### src/core/pcfg_defs.vh
// Register map, reset values and field positions of the port pad configuration block.
`ifndef PCFG_DEFS_VH
`define PCFG_DEFS_VH

// ==========================================================================
// Register word indexes (Avalon word address; byte address is four times).
// ==========================================================================
`define PCFG_IDX_PULLDOWN_TWO 5'h00
`define PCFG_IDX_OPEN_DRAIN 5'h01
`define PCFG_IDX_PULLHIGH_TWO 5'h02
`define PCFG_IDX_IRQ_MASK_TWO 5'h03
`define PCFG_IDX_IRQ_MASK_ONE 5'h04
`define PCFG_IDX_P5_DATA 5'h05
`define PCFG_IDX_P6_DATA 5'h06
`define PCFG_IDX_P7_DATA 5'h07
`define PCFG_IDX_P8_DATA 5'h08
`define PCFG_IDX_P5_DIR 5'h09
`define PCFG_IDX_P6_DIR 5'h0A
`define PCFG_IDX_P7_DIR 5'h0B
`define PCFG_IDX_P8_DIR 5'h0C
`define PCFG_IDX_WAKE_CTRL 5'h0D
`define PCFG_IDX_CORE_CMD 5'h0E
`define PCFG_IDX_EVT_STATUS 5'h0F
`define PCFG_IDX_EVT_MASK 5'h10

// ==========================================================================
// Reset values.
// ==========================================================================
`define PCFG_RST_PULLDOWN 8'hFF
`define PCFG_RST_OPEN_DRAIN 8'h00
`define PCFG_RST_PULLHIGH 8'hFF
`define PCFG_RST_IRQ_MASK 8'h00
`define PCFG_RST_WAKE_CTRL 8'h00

// ==========================================================================
// Field positions and masks.
// ==========================================================================
`define PCFG_MASK_TWO_USED 8'hBF
`define PCFG_MASK_ONE_USED 8'h7F
`define PCFG_BIT_INPUT_CHANGE_IE 1
`define PCFG_BIT_WAKE_ENABLE 6
`define PCFG_BIT_CMD_ENI 0
`define PCFG_BIT_CMD_GLOBAL_IRQ_OFF_INSTR 1
`define PCFG_BIT_CMD_SLEEP 2
`define PCFG_BIT_EVT_CHANGE 0
`define PCFG_BIT_EVT_WAKE 1
`define PCFG_EVT_USED 8'h03

// ==========================================================================
// Interrupt vector of the port 6 input change.
// ==========================================================================
`define PCFG_ICHG_VECTOR 12'h006

`endif

### src/core/pcfg_port.v
// One bidirectional tri-state port: data and direction registers and pad drive.
`include "pcfg_defs.vh"

module pcfg_port #(
    parameter WIDTH = 8
) (
    // Clock and reset.
    input wire clk,
    input wire rst_b,
    // Register writes.
    input wire wr_data_en,
    input wire wr_dir_en,
    input wire [WIDTH-1:0] wdata,
    // Open-drain selection per pin, zero for ports without it.
    input wire [WIDTH-1:0] od,
    // Register contents and registered pad drive.
    output reg [WIDTH-1:0] data,
    output reg [WIDTH-1:0] dir,
    output reg [WIDTH-1:0] pad_out,
    output reg [WIDTH-1:0] pad_oe
);

    // ======================================================================
    // Data and direction registers.
    // ======================================================================
    // A direction bit of one makes the pin an input; reset leaves every pin
    // as a high-impedance input so nothing fights the board at power-up.
    always @(posedge clk) begin
        if (!rst_b) begin
            data <= {WIDTH{1'b0}};
            dir <= {WIDTH{1'b1}};
        end else begin
            if (wr_data_en) begin
                data <= wdata;
            end
            if (wr_dir_en) begin
                dir <= wdata;
            end
        end
    end

    // ======================================================================
    // Pad drive.
    // ======================================================================
    // An open-drain pin only ever pulls low: its enable drops while the data
    // bit is one, and the driven level is then always zero.
    always @(posedge clk) begin
        if (!rst_b) begin
            pad_out <= {WIDTH{1'b0}};
            pad_oe <= {WIDTH{1'b0}};
        end else begin
            pad_out <= data & ~od;
            pad_oe <= ~dir & ~(od & data);
        end
    end

endmodule // pcfg_port

### src/core/pcfg_top.v
// Port pad configuration, direction control, interrupt masks and port 6 change wake-up.
//
// Operation
// Pull-down bits: 7..4 port6, 3..0 port5; zero enables.
// Open-drain bit n drives port6 pin n.
// Pull-high bit n, port6 pin n, zero enables.
// Configuration registers read back last written value.
// Mask two enables comparator, timers, uart sources.
// Software writes zero to mask two bit 6.
// Mask one enables adc, spi, pwm, ext, change, timer.
// Software writes zero to mask one bit 7.
// Service needs mask bit and global enable.
// Ports 5..8 tri-state, per-pin direction, registers readable.
// Software: read port6, enable, wake bit, sleep.
// Wake with global enable vectors to 006H, else next.
// Change enable clear: wake always continues at next.
// Awake change with enables set vectors to 006H.
// Change means pins differ from last read snapshot.
`include "pcfg_defs.vh"

module pcfg_top (
    // Clock and synchronous active-low reset.
    input wire CLK,
    input wire RST_B,
    // Avalon-MM slave, word addressed.
    input wire [4:0] AVS_ADDRESS,
    input wire AVS_READ,
    input wire AVS_WRITE,
    input wire [31:0] AVS_WRITEDATA,
    input wire [3:0] AVS_BYTEENABLE,
    output reg [31:0] AVS_READDATA,
    output reg AVS_WAITREQUEST,
    // Port pins, taken as synchronous to CLK.
    input wire [7:0] P5_IN,
    input wire [7:0] P6_IN,
    input wire [7:0] P7_IN,
    input wire [7:0] P8_IN,
    output wire [7:0] P5_OUT,
    output wire [7:0] P5_OE,
    output wire [7:0] P6_OUT,
    output wire [7:0] P6_OE,
    output wire [7:0] P7_OUT,
    output wire [7:0] P7_OE,
    output wire [7:0] P8_OUT,
    output wire [7:0] P8_OE,
    // Pad resistor controls, active low where named so.
    output reg [7:0] PULLDOWN_N,
    output reg [7:0] PULLHIGH6_N,
    // Interrupt flags of the other peripherals.
    input wire [7:0] FLAG_ONE,
    input wire [7:0] FLAG_TWO,
    // Core-facing interrupt and wake-up results.
    output reg INT_REQ,
    output reg [11:0] INT_VECTOR,
    output reg WAKE,
    output reg WAKE_VECTOR,
    output reg SLEEPING,
    output reg IRQ
);

    // ======================================================================
    // Register storage.
    // ======================================================================
    reg [7:0] open_drain_ctrl; // Open-drain enables of port 6.
    reg [7:0] irq_mask_two; // Second interrupt mask.
    reg [7:0] irq_mask_one; // First interrupt mask.
    reg [7:0] wake_control_reg; // Wake-up enables.
    reg [7:0] evt_status; // Sticky block events, write one to clear.
    reg [7:0] evt_mask; // Gates events onto IRQ.
    reg global_irq_en; // Set by enable, cleared by disable command.
    reg [7:0] p6_snap; // Port 6 levels at the last software read.
    reg [31:0] next_readdata; // Read multiplexer output.

    // Port register contents.
    wire [7:0] p5_data, p6_data, p7_data, p8_data;
    wire [7:0] p5_dir, p6_dir, p7_dir, p8_dir;

    // ======================================================================
    // Bus handshake.
    // ======================================================================
    // A request is seen while waitrequest is high; waitrequest drops on the
    // next edge with the read data already loaded, and the access completes
    // at the edge where the master samples it low.
    wire req = AVS_READ | AVS_WRITE;
    wire done = req & ~AVS_WAITREQUEST;
    wire wr_done = AVS_WRITE & done & AVS_BYTEENABLE[0];
    wire [7:0] wbyte = AVS_WRITEDATA[7:0];

    always @(posedge CLK) begin
        if (!RST_B) begin
            AVS_WAITREQUEST <= 1'b1;
            AVS_READDATA <= 32'h00000000;
        end else if (req && AVS_WAITREQUEST) begin
            AVS_WAITREQUEST <= 1'b0;
            AVS_READDATA <= next_readdata;
        end else begin
            AVS_WAITREQUEST <= 1'b1;
        end
    end

    // One-hot write strobes by word index, kept as a net so every reader follows the address; indexes past 16 decode to nothing.
    wire [16:0] wr_sel = wr_done ? (17'h00001 << AVS_ADDRESS) : 17'h00000;

    // Reading port 6 completes here; it refreshes the change snapshot.
    wire p6_read = AVS_READ & done & (AVS_ADDRESS == `PCFG_IDX_P6_DATA);

    // ======================================================================
    // Read multiplexer.
    // ======================================================================
    // Data reads return the pin levels, as a port read does on the core.
    // Unmapped words read as zero and are still answered.
    always @* begin
        next_readdata = 32'h00000000;
        case (AVS_ADDRESS)
            `PCFG_IDX_PULLDOWN_TWO: next_readdata[7:0] = PULLDOWN_N;
            `PCFG_IDX_OPEN_DRAIN: next_readdata[7:0] = open_drain_ctrl;
            `PCFG_IDX_PULLHIGH_TWO: next_readdata[7:0] = PULLHIGH6_N;
            `PCFG_IDX_IRQ_MASK_TWO: next_readdata[7:0] = irq_mask_two;
            `PCFG_IDX_IRQ_MASK_ONE: next_readdata[7:0] = irq_mask_one;
            `PCFG_IDX_P5_DATA: next_readdata[7:0] = P5_IN;
            `PCFG_IDX_P6_DATA: next_readdata[7:0] = P6_IN;
            `PCFG_IDX_P7_DATA: next_readdata[7:0] = P7_IN;
            `PCFG_IDX_P8_DATA: next_readdata[7:0] = P8_IN;
            `PCFG_IDX_P5_DIR: next_readdata[7:0] = p5_dir;
            `PCFG_IDX_P6_DIR: next_readdata[7:0] = p6_dir;
            `PCFG_IDX_P7_DIR: next_readdata[7:0] = p7_dir;
            `PCFG_IDX_P8_DIR: next_readdata[7:0] = p8_dir;
            `PCFG_IDX_WAKE_CTRL: next_readdata[7:0] = wake_control_reg;
            `PCFG_IDX_CORE_CMD: begin
                next_readdata[`PCFG_BIT_CMD_ENI] = global_irq_en;
                next_readdata[`PCFG_BIT_CMD_SLEEP] = SLEEPING;
            end
            `PCFG_IDX_EVT_STATUS: next_readdata[7:0] = evt_status;
            `PCFG_IDX_EVT_MASK: next_readdata[7:0] = evt_mask;
            default: next_readdata = 32'h00000000;
        endcase
    end

    // ======================================================================
    // Pad configuration registers.
    // ======================================================================
    // Pull controls go straight to the pads, open-drain through port 6's registered pad drive; a zero in a
    // pull register turns the resistor on.
    always @(posedge CLK) begin
        if (!RST_B) begin
            PULLDOWN_N <= `PCFG_RST_PULLDOWN;
            open_drain_ctrl <= `PCFG_RST_OPEN_DRAIN;
            PULLHIGH6_N <= `PCFG_RST_PULLHIGH;
        end else begin
            if (wr_sel[`PCFG_IDX_PULLDOWN_TWO]) begin
                PULLDOWN_N <= wbyte;
            end
            if (wr_sel[`PCFG_IDX_OPEN_DRAIN]) begin
                open_drain_ctrl <= wbyte;
            end
            if (wr_sel[`PCFG_IDX_PULLHIGH_TWO]) begin
                PULLHIGH6_N <= wbyte;
            end
        end
    end

    // ======================================================================
    // Interrupt masks and wake control.
    // ======================================================================
    // The unused mask bits are not stored, so they always read as zero even
    // if software ignores its duty to write zero there.
    always @(posedge CLK) begin
        if (!RST_B) begin
            irq_mask_two <= `PCFG_RST_IRQ_MASK;
            irq_mask_one <= `PCFG_RST_IRQ_MASK;
            wake_control_reg <= `PCFG_RST_WAKE_CTRL;
            evt_mask <= 8'h00;
        end else begin
            if (wr_sel[`PCFG_IDX_IRQ_MASK_TWO]) begin
                irq_mask_two <= wbyte & `PCFG_MASK_TWO_USED;
            end
            if (wr_sel[`PCFG_IDX_IRQ_MASK_ONE]) begin
                irq_mask_one <= wbyte & `PCFG_MASK_ONE_USED;
            end
            if (wr_sel[`PCFG_IDX_WAKE_CTRL]) begin
                wake_control_reg <= wbyte;
            end
            if (wr_sel[`PCFG_IDX_EVT_MASK]) begin
                evt_mask <= wbyte & `PCFG_EVT_USED;
            end
        end
    end

    // ======================================================================
    // Port 6 input change detection.
    // ======================================================================
    // The snapshot is taken at the edge the read completes, one edge after
    // the read data was loaded, so software and the comparison see samples one cycle apart.
    wire p6_change = (P6_IN != p6_snap);

    always @(posedge CLK) begin
        if (!RST_B) begin
            p6_snap <= 8'h00;
        end else if (p6_read) begin
            p6_snap <= P6_IN;
        end
    end

    // ======================================================================
    // Global enable and sleep state.
    // ======================================================================
    wire cmd_wr = wr_sel[`PCFG_IDX_CORE_CMD];
    wire input_change_irq_en = irq_mask_one[`PCFG_BIT_INPUT_CHANGE_IE];
    wire wake_now = SLEEPING & p6_change & wake_control_reg[`PCFG_BIT_WAKE_ENABLE];

    // Disable wins when both commands arrive in one write, the safer choice.
    always @(posedge CLK) begin
        if (!RST_B) begin
            global_irq_en <= 1'b0;
            SLEEPING <= 1'b0;
            WAKE <= 1'b0;
            WAKE_VECTOR <= 1'b0;
        end else begin
            if (cmd_wr && wbyte[`PCFG_BIT_CMD_GLOBAL_IRQ_OFF_INSTR]) begin
                global_irq_en <= 1'b0;
            end else if (cmd_wr && wbyte[`PCFG_BIT_CMD_ENI]) begin
                global_irq_en <= 1'b1;
            end
            // Waking takes priority over a fresh sleep command.
            if (wake_now) begin
                SLEEPING <= 1'b0;
            end else if (cmd_wr && wbyte[`PCFG_BIT_CMD_SLEEP]) begin
                SLEEPING <= 1'b1;
            end
            // Branch to the vector only with both enables; else resume next.
            WAKE <= wake_now;
            WAKE_VECTOR <= wake_now & global_irq_en & input_change_irq_en;
        end
    end

    // ======================================================================
    // Block events, status and interrupt line.
    // ======================================================================
    // A set in the same cycle as a write-one clear wins, so no event is lost.
    wire [7:0] evt_set = {6'h00, wake_now, p6_change};
    wire [7:0] evt_clr = wr_sel[`PCFG_IDX_EVT_STATUS] ? wbyte : 8'h00;

    always @(posedge CLK) begin
        if (!RST_B) begin
            evt_status <= 8'h00;
            IRQ <= 1'b0;
        end else begin
            evt_status <= ((evt_status & ~evt_clr) | evt_set) & `PCFG_EVT_USED;
            IRQ <= |(evt_status & evt_mask);
        end
    end

    // ======================================================================
    // Core interrupt request.
    // ======================================================================
    // Bit 1 of the first flag group is this block's own change flag; the
    // incoming bit there is ignored. Sleep suppresses the request: a wake
    // reports its destination through the wake outputs instead.
    wire [7:0] flags_one = {FLAG_ONE[7:2], evt_status[`PCFG_BIT_EVT_CHANGE], FLAG_ONE[0]};
    wire pending = (|(flags_one & irq_mask_one)) | (|(FLAG_TWO & irq_mask_two));
    wire next_int_req = global_irq_en & pending & ~SLEEPING;

    always @(posedge CLK) begin
        if (!RST_B) begin
            INT_REQ <= 1'b0;
            INT_VECTOR <= 12'h000;
        end else begin
            INT_REQ <= next_int_req;
            INT_VECTOR <= next_int_req ? `PCFG_ICHG_VECTOR : 12'h000;
        end
    end

    // ======================================================================
    // Ports 5 to 8.
    // ======================================================================
    pcfg_port #(.WIDTH(8)) u_port5 (
        .clk(CLK), .rst_b(RST_B),
        .wr_data_en(wr_sel[`PCFG_IDX_P5_DATA]), .wr_dir_en(wr_sel[`PCFG_IDX_P5_DIR]),
        .wdata(wbyte), .od(8'h00),
        .data(p5_data), .dir(p5_dir), .pad_out(P5_OUT), .pad_oe(P5_OE)
    );

    pcfg_port #(.WIDTH(8)) u_port6 (
        .clk(CLK), .rst_b(RST_B),
        .wr_data_en(wr_sel[`PCFG_IDX_P6_DATA]), .wr_dir_en(wr_sel[`PCFG_IDX_P6_DIR]),
        .wdata(wbyte), .od(open_drain_ctrl),
        .data(p6_data), .dir(p6_dir), .pad_out(P6_OUT), .pad_oe(P6_OE)
    );

    pcfg_port #(.WIDTH(8)) u_port7 (
        .clk(CLK), .rst_b(RST_B),
        .wr_data_en(wr_sel[`PCFG_IDX_P7_DATA]), .wr_dir_en(wr_sel[`PCFG_IDX_P7_DIR]),
        .wdata(wbyte), .od(8'h00),
        .data(p7_data), .dir(p7_dir), .pad_out(P7_OUT), .pad_oe(P7_OE)
    );

    pcfg_port #(.WIDTH(8)) u_port8 (
        .clk(CLK), .rst_b(RST_B),
        .wr_data_en(wr_sel[`PCFG_IDX_P8_DATA]), .wr_dir_en(wr_sel[`PCFG_IDX_P8_DIR]),
        .wdata(wbyte), .od(8'h00),
        .data(p8_data), .dir(p8_dir), .pad_out(P8_OUT), .pad_oe(P8_OE)
    );

endmodule // pcfg_top

### config.mk
export PLATFORM = sky130hd
export DESIGN_NAME = pcfg_top
export DESIGN_NICKNAME = d
export VERILOG_FILES = /design/src/core/pcfg_port.v /design/src/core/pcfg_top.v
export VERILOG_INCLUDE_DIRS = /design/src /design/src/core
export SDC_FILE = /design/constraint.sdc
export NUM_CORES = 1
export LEC_CHECK = 0
export ABC_AREA = 1
export BUFFER_PORTS_ARGS = -buffer_cell sky130_fd_sc_hd__buf_2
export CAP_MARGIN = 10
export CORE_ASPECT_RATIO = 0.6
export CORE_MARGIN = 2
export CORE_UTILIZATION = 52
export DETAILED_ROUTE_END_ITERATION = 10
export GPL_TIMING_DRIVEN = 0
export PLACE_DENSITY = 0.79
export SLEW_MARGIN = 30
export SYNTH_ARGS = -nofsm -noshare
export SYNTH_HDL_FRONTEND = slang
export SYNTH_SLANG_ARGS = --single-unit
export TNS_END_PERCENT = 10
### constraint.sdc
create_clock -name CLK -period 1.7 [get_ports CLK]
set_clock_uncertainty 0.05 [all_clocks]
set_input_delay 0.17 -clock CLK [delete_from_list [all_inputs] [get_ports CLK]]
set_output_delay 0.17 -clock CLK [all_outputs]
set_load 0.01 [all_outputs]
Yosys cells after proc, flatten, opt, wreduce, memory -nomap -nowiden
Index checks and enable logic that the tools add are counted.
W data, S select, Z words.
{"block": "word_totals", "ff_bits": 213, "input_bits": 93, "output_inout_bits": 130, "elab_cells": 101}
{"block": "op_classes", "eq_ne": 17, "n_shift": 1, "mux": 8, "bitwise_logic": 31, "n_reduce_logical": 10}
{"op": "$pmux W5 S15", "count": 1}
{"op": "$not A8 Y8", "count": 6}
{"op": "$eq A5 B4 Y1 const B", "count": 8}
{"op": "$and A8 B8 Y8", "count": 4}
{"op": "$pmux W1 S16", "count": 2}
{"op": "$reduce_or A8 Y1", "count": 3}
{"op": "$eq A5 B3 Y1 const B", "count": 4}
{"op": "$mux W17", "count": 1}
{"op": "$pmux W1 S17", "count": 1}
{"op": "$shl A1 B5 Y17 const A", "count": 1}
{"op": "$and A1 B1 Y1", "count": 11}
{"op": "$eq A5 B2 Y1 const B", "count": 2}
{"op": "$and A8 B7 Y8", "count": 1}
{"op": "$ne A8 B8 Y1", "count": 1}
{"op": "$eq A5 B1 Y1 const B", "count": 1}
{"op": "$eq A5 B5 Y1 const B", "count": 1}
{"op": "$logic_not A5 Y1", "count": 1}
{"op": "$and A2 B2 Y2", "count": 2}
{"op": "$logic_and A1 B1 Y1", "count": 4}
{"op": "$reduce_or A2 Y1", "count": 2}
{"op": "$mux W3", "count": 1}
{"op": "$not A1 Y1", "count": 3}
{"op": "$mux W2", "count": 1}
{"op": "$not A2 Y2", "count": 1}
{"op": "3 further kinds", "count": 4}

Logic depth before layout (Yosys ltp)
{"block": "depth", "word_depth": 9, "depth_mapped": 10, "depth_no_buf": 9}

Hierarchy
Synthesis repeated with hierarchy kept, for this count alone.
{"block": "hier_totals", "cells_unflattened": 1211, "hier_area_um2": 8648.3}
{"mod": "pcfg_port", "instances": 4, "cells_per_inst": 143, "area_per_inst_um2": 1133.6, "seq_area_each_um2": 640.6}
{"mod": "pcfg_top", "instances": 1, "cells_per_inst": 639, "area_per_inst_um2": 4113.9, "seq_area_each_um2": 1461.4}

Worst setup path before layout
OpenSTA, ideal clock, no wires.
{"block": "synth_timing", "kind": "register to register", "start": "register AVS_WAITREQUEST", "end": "register u_port5.dir[0]", "setup_time_ps": 138, "arrival_time_ps": 1225, "t_required_ps": 1512, "slack_ps": 287, "stages_incl_launch_ff": 8, "path_buffers": 1, "synth_period_minus_slack_ps": 1413, "path_cell_list": "dfxtp_1 > inv_1 > nand3_2 > inv_2 > nand2_1 > buf_2 > nand2_1 > o211ai_1"}
{"block": "synth_between", "elab_chain_cells": 5}
{"element": "start: declaration", "line_no": "pcfg_top.v:32", "text": "output reg AVS_WAITREQUEST,"}
{"element": "start signal: assignment", "line_no": "pcfg_top.v:91", "text": "AVS_WAITREQUEST <= 1'b1;"}
{"element": "start signal: assignment", "line_no": "pcfg_top.v:94", "text": "AVS_WAITREQUEST <= 1'b0;"}
{"element": "start signal: assignment", "line_no": "pcfg_top.v:97", "text": "AVS_WAITREQUEST <= 1'b1;"}
{"element": "$not A1 Y1", "line_no": "pcfg_top.v:85", "text": "wire done = req & ~AVS_WAITREQUEST;"}
{"element": "$and A1 B1 Y1", "line_no": "pcfg_top.v:85"}
{"element": "$and A1 B1 Y1 (2 in a row)", "line_no": "pcfg_top.v:86", "text": "wire wr_done = AVS_WRITE & done & AVS_BYTEENABLE[0];"}
{"element": "$mux W17", "line_no": "pcfg_top.v:102", "text": "wire [16:0] wr_sel = wr_done ? (17'h00001 << AVS_ADDRESS) : 17'h00000;"}
{"element": "end signal: assignment", "line_no": "pcfg_port.v:31", "text": "dir <= {WIDTH{1'b1}};"}
{"element": "end signal: assignment", "line_no": "pcfg_port.v:37", "text": "dir <= wdata;"}
{"element": "end: declaration", "line_no": "pcfg_port.v:18", "text": "output reg [WIDTH-1:0] dir,"}
Every way passes these cells.
A chain may end at the register's enable or synchronous reset.

Final worst setup path
{"block": "layout_timing", "start": "register AVS_WAITREQUEST", "end": "register u_port5.data[1]"}
{"block": "layout_between", "elab_chain_cells": 5}
{"element": "$not A1 Y1", "line_no": "pcfg_top.v:85"}
{"element": "$and A1 B1 Y1", "line_no": "pcfg_top.v:85"}
{"element": "$and A1 B1 Y1 (2 in a row)", "line_no": "pcfg_top.v:86"}
{"element": "$mux W17", "line_no": "pcfg_top.v:102"}
{"element": "end signal: assignment", "line_no": "pcfg_port.v:30", "text": "data <= {WIDTH{1'b0}};"}
{"element": "end signal: assignment", "line_no": "pcfg_port.v:34", "text": "data <= wdata;"}
{"element": "end: declaration", "line_no": "pcfg_port.v:17", "text": "output reg [WIDTH-1:0] data,"}
Every way passes these cells.

==> results_dict.tcl <==
set metrics [dict create \
    status "complete, no violations" \
    layout_common_cells "263 x nand2_1, 201 x dfxtp_1, 164 x nor2_1, 164 x buf_2, 81 x o21ai_0" \
    worstPathRequired_ns 2.07 \
    avgSynthCellArea_um2 7.539 \
    nFillCells 1310 \
    rrSetupSlack_ns 0.02 \
    die_w_um 164.6 \
    synth_flop_cell "dfxtp_1" \
    crit_chain "inv_1, nand3_4, inv_6, nand2_2, inv_2, o21ai_0, a21oi_1" \
    dieArea_um2 16530 \
    setup_violations 0 \
    finalHoldViolations 0 \
    slew_viol_final 0 \
    ir_worst_vdd_v 0.0006773 \
    antenna_cells 0 \
    fp-row-count 35 \
    synth_seq_area_share_pct 49.98 \
    worst_pin_slew_ns 0.9101 \
    nets 1388 \
    grt_pass1_wl_mm 38.85 \
    cts_htree_levels 1 \
    grt_pass1_vias 7008 \
    rsz0062_at_grt "true" \
    cts_sinks 201 \
    place_hpwl_mm 19.51 \
    crit_fanout 10 \
    power_density_nw_per_um2 983.6 \
    drt_iter0_drc 1088 \
    drtAntennaViolNets 0 \
    drive_gt1_share_pct 21.06 \
    crit_slowest_cell "dfxtp_1" \
    ys_types 28 \
    critPathLaunchType "flop" \
    clk_path_buf_depth 3 \
    vias 7983 \
    cts.clk_slew.worst_paths_ns 0.07 \
    port_buffers 156 \
    track_usage_pct 31.24 \
    slowest_delay_ns 0.33 \
    min_period_ns 1.677 \
    synth_top_area_cell "dfxtp_1" \
    min_period_over_period_pct 98.67 \
    yosys_warnings 0 \
    postSynthCellCount 1068 \
    hold_path_class "input port to flop" \
    critical_path_arrival_ns 2.05 \
    route.detailed.drc 0 \
    layout_commonest_cell "nand2_1" \
    drt-total-wl_mm 25.99 \
    maxSlewHeadroom_pct 39.32 \
    ioPinCount 223 \
    finalSetupTns_ns 0 \
    ys_ff_latch 201 \
    critPathKind "flop to flop" \
    start_util_pct 52.83 \
    synth_top_area_share_pct 49.98 \
    route.detailed.wl_per_inst_um 17.23 \
    synthArstFlopShare_pct 0 \
    end_kind "flop" \
    synthToLayoutAreaGrowth_pct 24.74 \
    vias_per_cell 5.290 \
    clockRootBuffer "clkbuf_16" \
    max_freq_mhz 596.2 \
    drv_cap 0 \
    hold_slack_ns 0.09182 \
    grt_max_degree 16 \
    place_area_um2 9210 \
    synth_edf_count 0 \
    antenna_found_initial 1 \
    drtPass1Iterations 6 \
    die_h_um 100.4 \
    coreArea_um2 15240 \
    syn_area_um2 8051 \
    insertion_delay_ns 0.50 \
    synth.top_cells.by_area "dfxtp_1 50%, nand2_1 12%, nor2_1 7.6%" \
    stdcell_area_um2 10040 \
    tritoncts "built" \
    gr-total-overflow 0 \
    gp_congestion 0.9804 \
    p_total_mw 9.879 \
    total_leakage_power_nw 5.021 \
    cts_made_buffers 19 \
]
-- cells in the mapped netlist (2+ instances only) --
cell type  number
buf_2           8
nand2_4         2
nand3_1        67
buf_1           2
a211oi_1        9
o21ai_1         3
nand4_1        19
dfxtp_1       201
inv_2          10
nor2_2          6
nand2_2         5
inv_1          70
nand3_2         2
clkbuf_1       29
nand2_1       263
nor2_1        164
o211ai_1       16
xor2_1          7
nor2_4         16
a221oi_1        2
a21oi_1        43
buf_4          38
o21ai_0        81
-- worst paths after layout --
path / startpoint / to / depth (start not counted)
worst max-delay path: AVS_WAITREQUEST$_SDFF_PN1_ / u_port5.data[1]$_SDFFE_PN0P_ / 7
worst min-delay path: P8_IN[2] / AVS_READDATA[2]$_SDFFE_PN0P_ / 7
worst max register to register: AVS_WAITREQUEST$_SDFF_PN1_ / u_port5.data[1]$_SDFFE_PN0P_ / 7
worst min register to register: u_port5.data[1]$_SDFFE_PN0P_ / u_port5.pad_out[1]$_SDFF_PN0_ / 2
-- layer usage --
| metal | global-route usage (%) | up-vias | wire length, um |
|---|---|---|---|
| met4 | 5.953 | 0 | 393 |
| met1 | 46.70 | 3661 | 11410 |
| li1 | - | 3804 | - |
| met3 | 9.711 | 39 | 3632 |
| met2 | 44.35 | 479 | 10560 |
| met5 | 0 | - | 0 |
-- critical path: cells and delay by family (launching register included) --
kind,cells,cell delay (ns)
flops,1,0.33
buf+inv,3,0.54
compound gates,2,0.25
simple gates,2,0.40
-- cell families after synthesis --
family / Yosys count / synth area share, %
AND/OR/NAND/NOR: 545 / 29.23
other: 1 / 0.04658
flip-flops: 201 / 49.98
buffers and inverters: 158 / 9.355
XOR/XNOR: 7 / 0.7615
AO/OA/AOI/OAI: 156 / 10.63
-- layout make-up --
class	count	area, um2	share of cell area (%)
Clock buffer	24	524.3	5.220
Timing Repair Buffer	174	960.9	9.568
Tap cell	203	254.0	2.529
Clock inverter	8	118.9	1.184
Sequential cell	201	4024	40.06
Buffer	77	450.4	4.485
Multi-Input combinational cell	742	3406	33.91
Inverter	80	305.3	3.040
-- what timing repair did --
| item | in CTS | in global routing |
|---|---|---|
| endpoints found under the hold margin | 31 | 0 |
| endpoints found under the setup margin | 60 | 7 |
| gates resized for setup | 2 | 3 |
| hold buffers | 18 | 0 |
| buffers inserted | 0 | 0 |
-- metrics by stage --
step / cells / worst slack (ns) / utilization [%]
4_1_cts: 1510 / 0.06488 / 65.90
2_1_floorplan: 1101 / 0.2871 / -
5_1_grt: 1509 / -0.01527 / 65.90
6_report: 1509 / 0.02269 / 65.90
3_3_place_gp: 1460 / -0.1739 / 60.44
3_5_place_dp: 1460 / -0.2099 / 60.44
-- where the power goes --
part           internal (mW)  leakage (nW)  switching, mW
sequential              4.74          1.62         0.0220
combinational          0.228          3.08          0.465
clock                   2.64         0.321           1.79
Power figures use the tool's default switching activity.
